## src/design/ppm_params.svh

```systemverilog
`ifndef PPM_PARAMS_SVH
`define PPM_PARAMS_SVH

// port geometry
`define PPM_PINS          8

// register byte offsets
`define PPM_DIR_OFS       8'h00
`define PPM_OUTVAL_OFS    8'h04
`define PPM_TOGGLE_OFS    8'h08
`define PPM_PINREAD_OFS   8'h0c
`define PPM_CTRL_OFS      8'h10

// control register fields
`define PPM_CTRL_PUD_BIT  0

// reset values
`define PPM_DIR_RST       8'h00
`define PPM_OUTVAL_RST    8'h00
`define PPM_PUD_RST       1'b0

// ahb encodings
`define PPM_HTRANS_NONSEQ 2'h2
`define PPM_HRESP_OKAY    1'b0

`endif

```

## src/design/ppm_pkg.sv

```systemverilog
package ppm_pkg;

    // override bundle driven by one peripheral for one pin
    typedef struct packed {
        logic pullup_override_enable;
        logic pullup_override_value;
        logic direction_override_enable;
        logic direction_override_value;
        logic pin_level_override_enable;
        logic pin_level_override_value;
        logic input_enable_override_enable;
        logic input_enable_override_value;
    } ppm_override_t;

    // processor sleep state, one-hot
    typedef enum logic [3:0] {
        PPM_ACTIVE     = 4'h1,
        PPM_IDLE       = 4'h2,
        PPM_POWER_DOWN = 4'h4,
        PPM_STANDBY    = 4'h8
    } ppm_sleep_t;

    // latched ahb address phase
    typedef struct packed {
        logic       valid;
        logic       write;
        logic [7:0] addr;
    } ppm_aphase_t;

endpackage : ppm_pkg

```

## src/design/ppm_port_mux.sv

```systemverilog
// Implementation choices: the AHB-Lite interface to the registers and the register addresses.
`timescale 1ns/1ps
`include "ppm_params.svh"
// Function
// pull-up override enable set: pull-up follows override value only.
// no pull-up override: pull-up on when direction,value,disable are 0,1,0.
// direction override enable set: driver follows direction override value.
// no direction override: driver enabled exactly when direction bit set.
// driver on and level override set: pad driven with override level.
// driver on and no level override: pad driven with output value bit.
// input enable override set: input enable follows override value always.
// no input override: input enable follows processor sleep state.
// peripherals get raw post-Schmitt input, ahead of the synchronizer.
// peripherals synchronize that raw input unless used as a clock.
// analog line to peripherals is wired straight to the pad.
// each peripheral generates override enables and values for its pins.
// strobes shared per port, clock/clamp/disable shared, overrides per pin.
// all pull-ups off while reset is active.
// software should pull up unused pins to avoid floating inputs.
// no overrides: direction set gives output at value bit, else input.
// clamp forces digital input low in power-down and standby.
// override enables of pins without peripheral are tied inactive.
module ppm_port_mux (
    // clock and reset
    input  wire logic                    hclk,
    input  wire logic                    hresetn,
    // ahb-lite slave
    input  wire logic                    hsel,
    input  wire logic [31:0]             haddr,
    input  wire logic [1:0]              htrans,
    input  wire logic                    hwrite,
    input  wire logic [2:0]              hsize,
    input  wire logic [31:0]             hwdata,
    input  wire logic                    hready,
    output logic      [31:0]             hrdata,
    output logic                         hreadyout,
    output logic                         hresp,
    // processor state
    input  wire ppm_pkg::ppm_sleep_t     sleep_state,
    // peripheral side, one bundle per pin
    input  wire ppm_pkg::ppm_override_t  ovr [`PPM_PINS],
    output logic [`PPM_PINS-1:0]         schmitt_input_to_peripheral,
    output logic [`PPM_PINS-1:0]         analog_pad_line,
    // pad side
    input  wire logic [`PPM_PINS-1:0]    pad_in,
    output logic [`PPM_PINS-1:0]         pad_out,
    output logic [`PPM_PINS-1:0]         pad_oe_n,
    output logic [`PPM_PINS-1:0]         pad_pullup_en
);

    // register state
    logic [`PPM_PINS-1:0] direction_bit_reg, direction_bit_next;
    logic [`PPM_PINS-1:0] output_value_bit_reg, output_value_bit_next;
    logic                 global_pullup_disable_reg;
    logic                 global_pullup_disable_next;
    ppm_pkg::ppm_aphase_t aph_reg, aph_next;
    logic [31:0]          hrdata_next;

    // pad state
    logic [`PPM_PINS-1:0] sync1_reg, sync2_reg;
    logic [`PPM_PINS-1:0] pad_out_next, pad_oe_n_next, pad_pullup_next;
    logic [`PPM_PINS-1:0] in_en, drv_en;
    logic                 clamp;
    logic [`PPM_PINS-1:0] pin_read;

    // sleep clamp is common to every pin of every port
    assign clamp = (sleep_state == ppm_pkg::PPM_POWER_DOWN) ||
                   (sleep_state == ppm_pkg::PPM_STANDBY);

    // per-pin override muxing, combinational ahead of the pad flops
    always_comb begin
        for (int i = 0; i < `PPM_PINS; i++) begin
            if (ovr[i].direction_override_enable) begin
                drv_en[i] = ovr[i].direction_override_value;
            end else begin
                drv_en[i] = direction_bit_reg[i];
            end
            if (ovr[i].pin_level_override_enable) begin
                pad_out_next[i] = ovr[i].pin_level_override_value;
            end else begin
                pad_out_next[i] = output_value_bit_reg[i];
            end
            pad_oe_n_next[i] = ~drv_en[i];
            if (ovr[i].pullup_override_enable) begin
                pad_pullup_next[i] = ovr[i].pullup_override_value;
            end else begin
                pad_pullup_next[i] = ~direction_bit_reg[i] &
                                     output_value_bit_reg[i] &
                                     ~global_pullup_disable_reg;
            end
            if (ovr[i].input_enable_override_enable) begin
                in_en[i] = ovr[i].input_enable_override_value;
            end else begin
                in_en[i] = ~clamp;
            end
        end
    end

    // raw input after the schmitt stage; peripherals synchronize it
    assign schmitt_input_to_peripheral = pad_in & in_en;
    // analog view of the pad, no logic in the path
    assign analog_pad_line = pad_in;

    // synchronized pin value, disabled inputs read as zero
    assign pin_read = sync2_reg;

    // pad flops; reset keeps pull-ups off and drivers tri-stated
    always_ff @(posedge hclk or negedge hresetn) begin
        if (!hresetn) begin
            pad_out       <= '0;
            pad_oe_n      <= '1;
            pad_pullup_en <= '0;
            sync1_reg     <= '0;
            sync2_reg     <= '0;
        end else begin
            pad_out       <= pad_out_next;
            pad_oe_n      <= pad_oe_n_next;
            pad_pullup_en <= pad_pullup_next;
            sync1_reg     <= pad_in & in_en;
            sync2_reg     <= sync1_reg;
        end
    end

    // bus decode and register next values
    always_comb begin
        direction_bit_next         = direction_bit_reg;
        output_value_bit_next      = output_value_bit_reg;
        global_pullup_disable_next = global_pullup_disable_reg;
        aph_next.valid = hsel && hready && (htrans == `PPM_HTRANS_NONSEQ);
        aph_next.write = hwrite;
        aph_next.addr  = haddr[7:0];
        // data phase write, strobes shared by all pins of the port
        if (aph_reg.valid && aph_reg.write) begin
            case (aph_reg.addr)
                `PPM_DIR_OFS: begin
                    direction_bit_next = hwdata[`PPM_PINS-1:0];
                end
                `PPM_OUTVAL_OFS: begin
                    output_value_bit_next = hwdata[`PPM_PINS-1:0];
                end
                `PPM_TOGGLE_OFS: begin
                    // write-one toggles the output value bit
                    output_value_bit_next = output_value_bit_reg ^
                                            hwdata[`PPM_PINS-1:0];
                end
                `PPM_CTRL_OFS: begin
                    global_pullup_disable_next = hwdata[`PPM_CTRL_PUD_BIT];
                end
                default: begin
                end
            endcase
        end
        // read data prepared in the address phase so hrdata is a flop
        hrdata_next = 32'h0000_0000;
        if (aph_next.valid && !hwrite) begin
            case (haddr[7:0])
                `PPM_DIR_OFS:     hrdata_next[`PPM_PINS-1:0] =
                                      direction_bit_reg;
                `PPM_OUTVAL_OFS:  hrdata_next[`PPM_PINS-1:0] =
                                      output_value_bit_reg;
                `PPM_PINREAD_OFS: hrdata_next[`PPM_PINS-1:0] = pin_read;
                `PPM_CTRL_OFS:    hrdata_next[`PPM_CTRL_PUD_BIT] =
                                      global_pullup_disable_reg;
                default:          hrdata_next = 32'h0000_0000;
            endcase
        end
    end

    // bus and register flops; slave never inserts wait states
    always_ff @(posedge hclk or negedge hresetn) begin
        if (!hresetn) begin
            direction_bit_reg         <= `PPM_DIR_RST;
            output_value_bit_reg      <= `PPM_OUTVAL_RST;
            global_pullup_disable_reg <= `PPM_PUD_RST;
            aph_reg                   <= '0;
            hrdata                    <= 32'h0000_0000;
            hreadyout                 <= 1'b1;
            hresp                     <= `PPM_HRESP_OKAY;
        end else begin
            direction_bit_reg         <= direction_bit_next;
            output_value_bit_reg      <= output_value_bit_next;
            global_pullup_disable_reg <= global_pullup_disable_next;
            aph_reg                   <= aph_next;
            hrdata                    <= hrdata_next;
            hreadyout                 <= 1'b1;
            hresp                     <= `PPM_HRESP_OKAY;
        end
    end

endmodule : ppm_port_mux

```

## config.mk

```make
export PLATFORM = sky130hd
export DESIGN_NAME = ppm_port_mux
export DESIGN_NICKNAME = d
export VERILOG_FILES = /design/src/design/ppm_pkg.sv /design/src/design/ppm_port_mux.sv
export VERILOG_INCLUDE_DIRS = /design/src /design/src/design
export SDC_FILE = /design/constraint.sdc
export NUM_CORES = 1
export LEC_CHECK = 0
export BUFFER_PORTS_ARGS = -buffer_cell sky130_fd_sc_hd__buf_2
export CAP_MARGIN = 20
export CORE_MARGIN = 10
export CORE_UTILIZATION = 42
export DETAILED_ROUTE_END_ITERATION = 10
export PLACE_DENSITY = 0.8
export SETUP_SLACK_MARGIN = 0.15
export SKIP_CTS_REPAIR_TIMING = 1
export SYNTH_ARGS = -nofsm -noshare
export SYNTH_HDL_FRONTEND = slang
export SYNTH_SLANG_ARGS = --single-unit
export TNS_END_PERCENT = 1
```

## constraint.sdc

```tcl
create_clock -name hclk -period 2.2 [get_ports hclk]
set_input_delay 0.66 -clock hclk [delete_from_list [all_inputs] [get_ports hclk]]
set_output_delay 0.66 -clock hclk [all_outputs]
set_load 0.01 [all_outputs]
```

# == Yosys cells after proc, flatten, opt, wreduce, memory -nomap -nowiden ==
# Index checks and enable logic that the tools add are counted.
# word_totals
ff_bits,99
input_bits,150
output_inout_bits,74
elab_cells,105
# op_classes
eq_ne,9
n_mux,36
bitwise_logic,36
n_reduce_logical,12
# ops
operator,count
$mux 1,32
$pmux 7 s3,1
$not 1->1,18
$and 1x1->1,16
$eq 8x3->1 const B,2
$eq 8x4->1 const B,2
$eq 8x5->1 const B,2
$logic_not 8->1,2
$pmux 8 s2,1
$and 8x8->8,1
$mux 8,1
$xor 8x8->8,1
$reduce_and 2->1,3
$eq 4x3->1 const B,1
$eq 4x4->1 const B,1
$logic_and 1x1->1,4
$pmux 1 s4,1
$eq 2x2->1 const B,1
$reduce_bool 2->1,1
$logic_not 1->1,1
$logic_or 1x1->1,1

# == Depth between registers and ports, before layout ==
# logic_depth
ltp_word,5
mapped_depth,5
depth_no_buf,3

# == Least setup slack after synthesis ==
# No wires, ideal clock.
# synth_timing
path_type,input to output
from,in sleep_state[2]
to,out schmitt_input_to_peripheral[0]
arrival_ns,1.470
t_required_ns,1.540
slack_ns,0.070
path_stages,4
n_path_buf,1
path_cell_list,xnor2_1 > or3_1 > clkbuf_1 > o211a_1
# synth_between
elab_chain_len,5
word_cells_on_any_way,6
cone_classes,2 x eq/ne; 1 x mux; 2 x bitwise; 1 x reduce/logical
# synth_rtl
element,line,rtl
from (decl),ppm_port_mux.sv:39,"input wire ppm_pkg::ppm_sleep_t sleep_state,"
$eq 4x3->1 or $eq 4x4->1 (tied branches),"ppm_port_mux.sv:67, ppm_port_mux.sv:68",
$logic_or 1x1->1 *,ppm_port_mux.sv:67,assign clamp = (sleep_state == ppm_pkg::PPM_POWER_DOWN) ||
$not 1->1 *,ppm_port_mux.sv:94,in_en[i] = ~clamp;
$mux 1 *,ppm_port_mux.sv:91,if (ovr[i].input_enable_override_enable) begin
$and 8x8->8 *,ppm_port_mux.sv:100,assign schmitt_input_to_peripheral = pad_in & in_en;
to (decl),ppm_port_mux.sv:42,"output logic [`PPM_PINS-1:0] schmitt_input_to_peripheral,"
# Mark *: on every way between the ends. The rest lies on a longest branch, timed or not.

# == Worst setup path in the final report ==
# Ends and elaborated chain as after synthesis.

==> flow_summary.json <==
{
  "worst_path_max_delay_cell": "or3_4",
  "worst_pin_slew_ns": 0.5343,
  "place_area_um2": 4140,
  "synth_cell_types": 36,
  "grt_max_degree": 43,
  "hold_class": "in2async",
  "first_iter_violations": 88,
  "pwr-share-seq_pct": 50.6,
  "synth_xor_area_share_pct": 0.2570,
  "clock_latency_ns": 0.34,
  "synth_area_leader_cell": "dfrtp_1",
  "clk_path_buf_depth": 2,
  "synth_top_family_by_area": "simple AND/OR/NAND/NOR gates",
  "cp_slowest_stage_delay_ns": 0.38,
  "syn-mean-instance-area_um2": 11.40,
  "combPwrFrac_pct": 12.3,
  "portBuffers": 146,
  "critPathTopFamily": "simple AND/OR/NAND/NOR gates",
  "yosysTopAreaCellShare_pct": 49.19,
  "crit_buf_inv": 2,
  "drc_errors": 0,
  "max_cap_viol_count": 0,
  "synthSimpleGateAreaFrac_pct": 16.01,
  "finalWirelength_um": 9138,
  "final_cell_area_um2": 4363,
  "rows": 32,
  "fin_setup_tns_ns": -0.7416,
  "crit_type": "in2out",
  "arrival_ns": 1.66,
  "final_max_slew_viol_count": 0,
  "setup_slack_ns": -0.1153,
  "largest_reg_flops": 10,
  "intPower_uw": 2206,
  "post-place-ws_ns": -0.2170,
  "start_util_pct": 43.65,
  "violations": "negative setup slack",
  "irDropWorstVdd_mv": 0.4008,
  "numCtsBuffers": 9,
  "status": "complete, but fails checks",
  "first_global_vias": 2979,
  "ys_ff_latch": 75,
  "root_buffer": "clkbuf_8",
  "syn_to_final_growth_pct": 28.01,
  "cp-end-kind": "output port",
  "cts_sinks": 75,
  "synth-compound-area-share_pct": 9.545,
  "syn_inst": 299,
  "drt-pass1-iter-count": 4,
  "clk_pin_slew_ns": 0.08,
  "crit_required_ns": 1.54,
  "fp.dieH_um": 110.1,
  "syn-cell-area_um2": 3408,
  "viasPerCell": 4.995,
  "startpoint_type": "input port",
  "p_sw_uw": 720.4,
  "grt_pass1_wl_um": 14120,
  "ios": 224,
  "clockPowerShare_pct": 37.1,
  "grt_use_total_pct": 14.72,
  "finalCritPeriodShare_pct": 105.2,
  "ys_seq_area_share_pct": 55.36,
  "synth_fa_ha_area_share_pct": 0,
  "slew-limit-headroom_pct": 64.19,
  "core_um2": 7807,
  "total_power_uw": 2927,
  "antenna_found_initial": 0,
  "dp_hpwl_um": 7277,
  "timing.critical_path.fanout_max": 8,
  "p_per_area_nw_per_um2": 670.8,
  "cts_max_level": 3,
  "gp_congestion": 0.7960,
  "final_nets": 595,
  "synthMuxAreaShare_pct": 7.966,
  "gr-total-overflow": 0,
  "switching_share_pct": 24.61,
  "rsz0062_at_grt": "yes",
  "final.setup_skew_ns": 0.009337,
  "ys_warn_count": 0,
  "layout-drive-gt1-share_pct": 44.44,
  "dieArea_um2": 12120,
  "die_w_um": 110.1,
  "wl_per_cell_um": 16.55,
  "hold_viol_final": 0,
  "tritoncts": "yes",
  "via_count": 2757,
  "max_freq_ghz": 0.4319,
  "finalSetupViolations": 8,
  "crit_chain": "buf_2, xnor2_1, or3_4, o211a_1, buf_6",
  "final.min_clock_period_ns": 2.315,
  "antenna_left": 0,
  "leakage_uw": 0.002190,
  "holdWs_ns": 0.2583,
  "netlist_top_cells_area": "dfrtp_1 49%, buf_4 7.5%, dfstp_2 6.2%, mux2i_1 5.0%, nor4_1 4.0%",
  "antenna_cells": 0
}
## routing by layer
metal	routed length, µm	vias up	GRT usage, %
met5	0	-	0
met1	3466	1277	16.30
met2	4308	157	24.47
met4	138	0	4.926
li1	-	1311	-
met3	1224	12	6.907
## metrics by stage
step | instances | util (%)
floorplan | 323 | -
global placement | 536 | 53.03
detailed placement | 536 | 53.03
CTS | 552 | 55.66
global route | 552 | 55.88
finish | 552 | 55.88
## cell families after synthesis
kind of cell / count (synthesis)
other cells: 2
mux: 26
simple gates: 90
xor+xnor: 1
buf+inv: 57
flops: 75
compound gates: 48
## Yosys cell counts
cell	n
buf_8	1
clkbuf_1	6
buf_1	4
nor3_1	1
o211a_1	8
o21ai_0	15
o32a_1	1
o41ai_1	8
nand4bb_1	1
or4_1	1
or4_4	1
and4bb_2	1
nand2_1	25
mux2_2	9
nor4bb_1	1
buf_6	1
a31oi_1	8
mux2i_1	17
nor4_1	22
conb_1	2
nor4_2	5
buf_4	34
or3_1	1
nand3_1	7
xnor2_1	1
and2_1	7
dfrtp_1	67
buf_2	2
dfstp_2	8
nand4b_1	2
a21oi_1	8
nand2b_1	11
or2_2	2
nand4_1	1
nor2_1	1
inv_1	9
## cells in the final DEF (no fill, tap or decap), types with 2 or more instances in the layout
cell / count
o41ai_1: 8
buf_2: 143
mux2i_1: 17
and2_1: 7
o211a_1: 8
nand3_1: 7
nor4_1: 22
o21ai_0: 15
clkbuf_1: 2
nand2_1: 25
nand4b_1: 2
dfstp_2: 8
conb_1: 26
buf_4: 13
nor4_2: 5
or2_2: 2
inv_1: 9
buf_6: 2
mux2_2: 9
dfrtp_1: 67
a21oi_1: 8
nand2b_1: 11
a31oi_1: 8
clkbuf_8: 11
## final timing paths
kind,from,endpoint,slack (ns),depth (start not counted)
max in group asynchronous,hresetn,pad_oe_n[7]$_DFF_PN1_,1.29,2
setup / recovery,sleep_state[2],schmitt_input_to_peripheral[0],-0.12,5
setup reg to reg,aph_reg[5]$_DFF_PN0_,direction_bit_reg[4]$_DFFE_PN0P_,0.47,3
min in group hclk,sync1_reg[4]$_DFF_PN0_,pin_read[4]$_DFF_PN0_,0.35,0
hold reg to reg,sync1_reg[4]$_DFF_PN0_,pin_read[4]$_DFF_PN0_,0.35,0
hold / removal,hresetn,pad_out[1]$_DFF_PN0_,0.26,1
## power by group through the flow
stage | Clock [µW] | Sequential (µW) | Combinational (µW)
final | 1080 | 1480 | 361
after detailed placement | 0 | 1510 | 358
after global routing | 1170 | 1490 | 402
after CTS | 1110 | 1480 | 359
after global placement | 0 | 1500 | 346
after floorplan | 0 | 1510 | 179
## layout make-up
class	instances	area, µm²
Clock buffer	13	158.9
Clock inverter	3	46.29
Fill cell	680	3445
Inverter	9	33.78
Multi-Input combinational cell	191	1254
Sequential cell	75	1887
Tap cell	102	127.6
Timing Repair Buffer	159	855.8
Note: power is estimated with default switching activity, not from simulation.
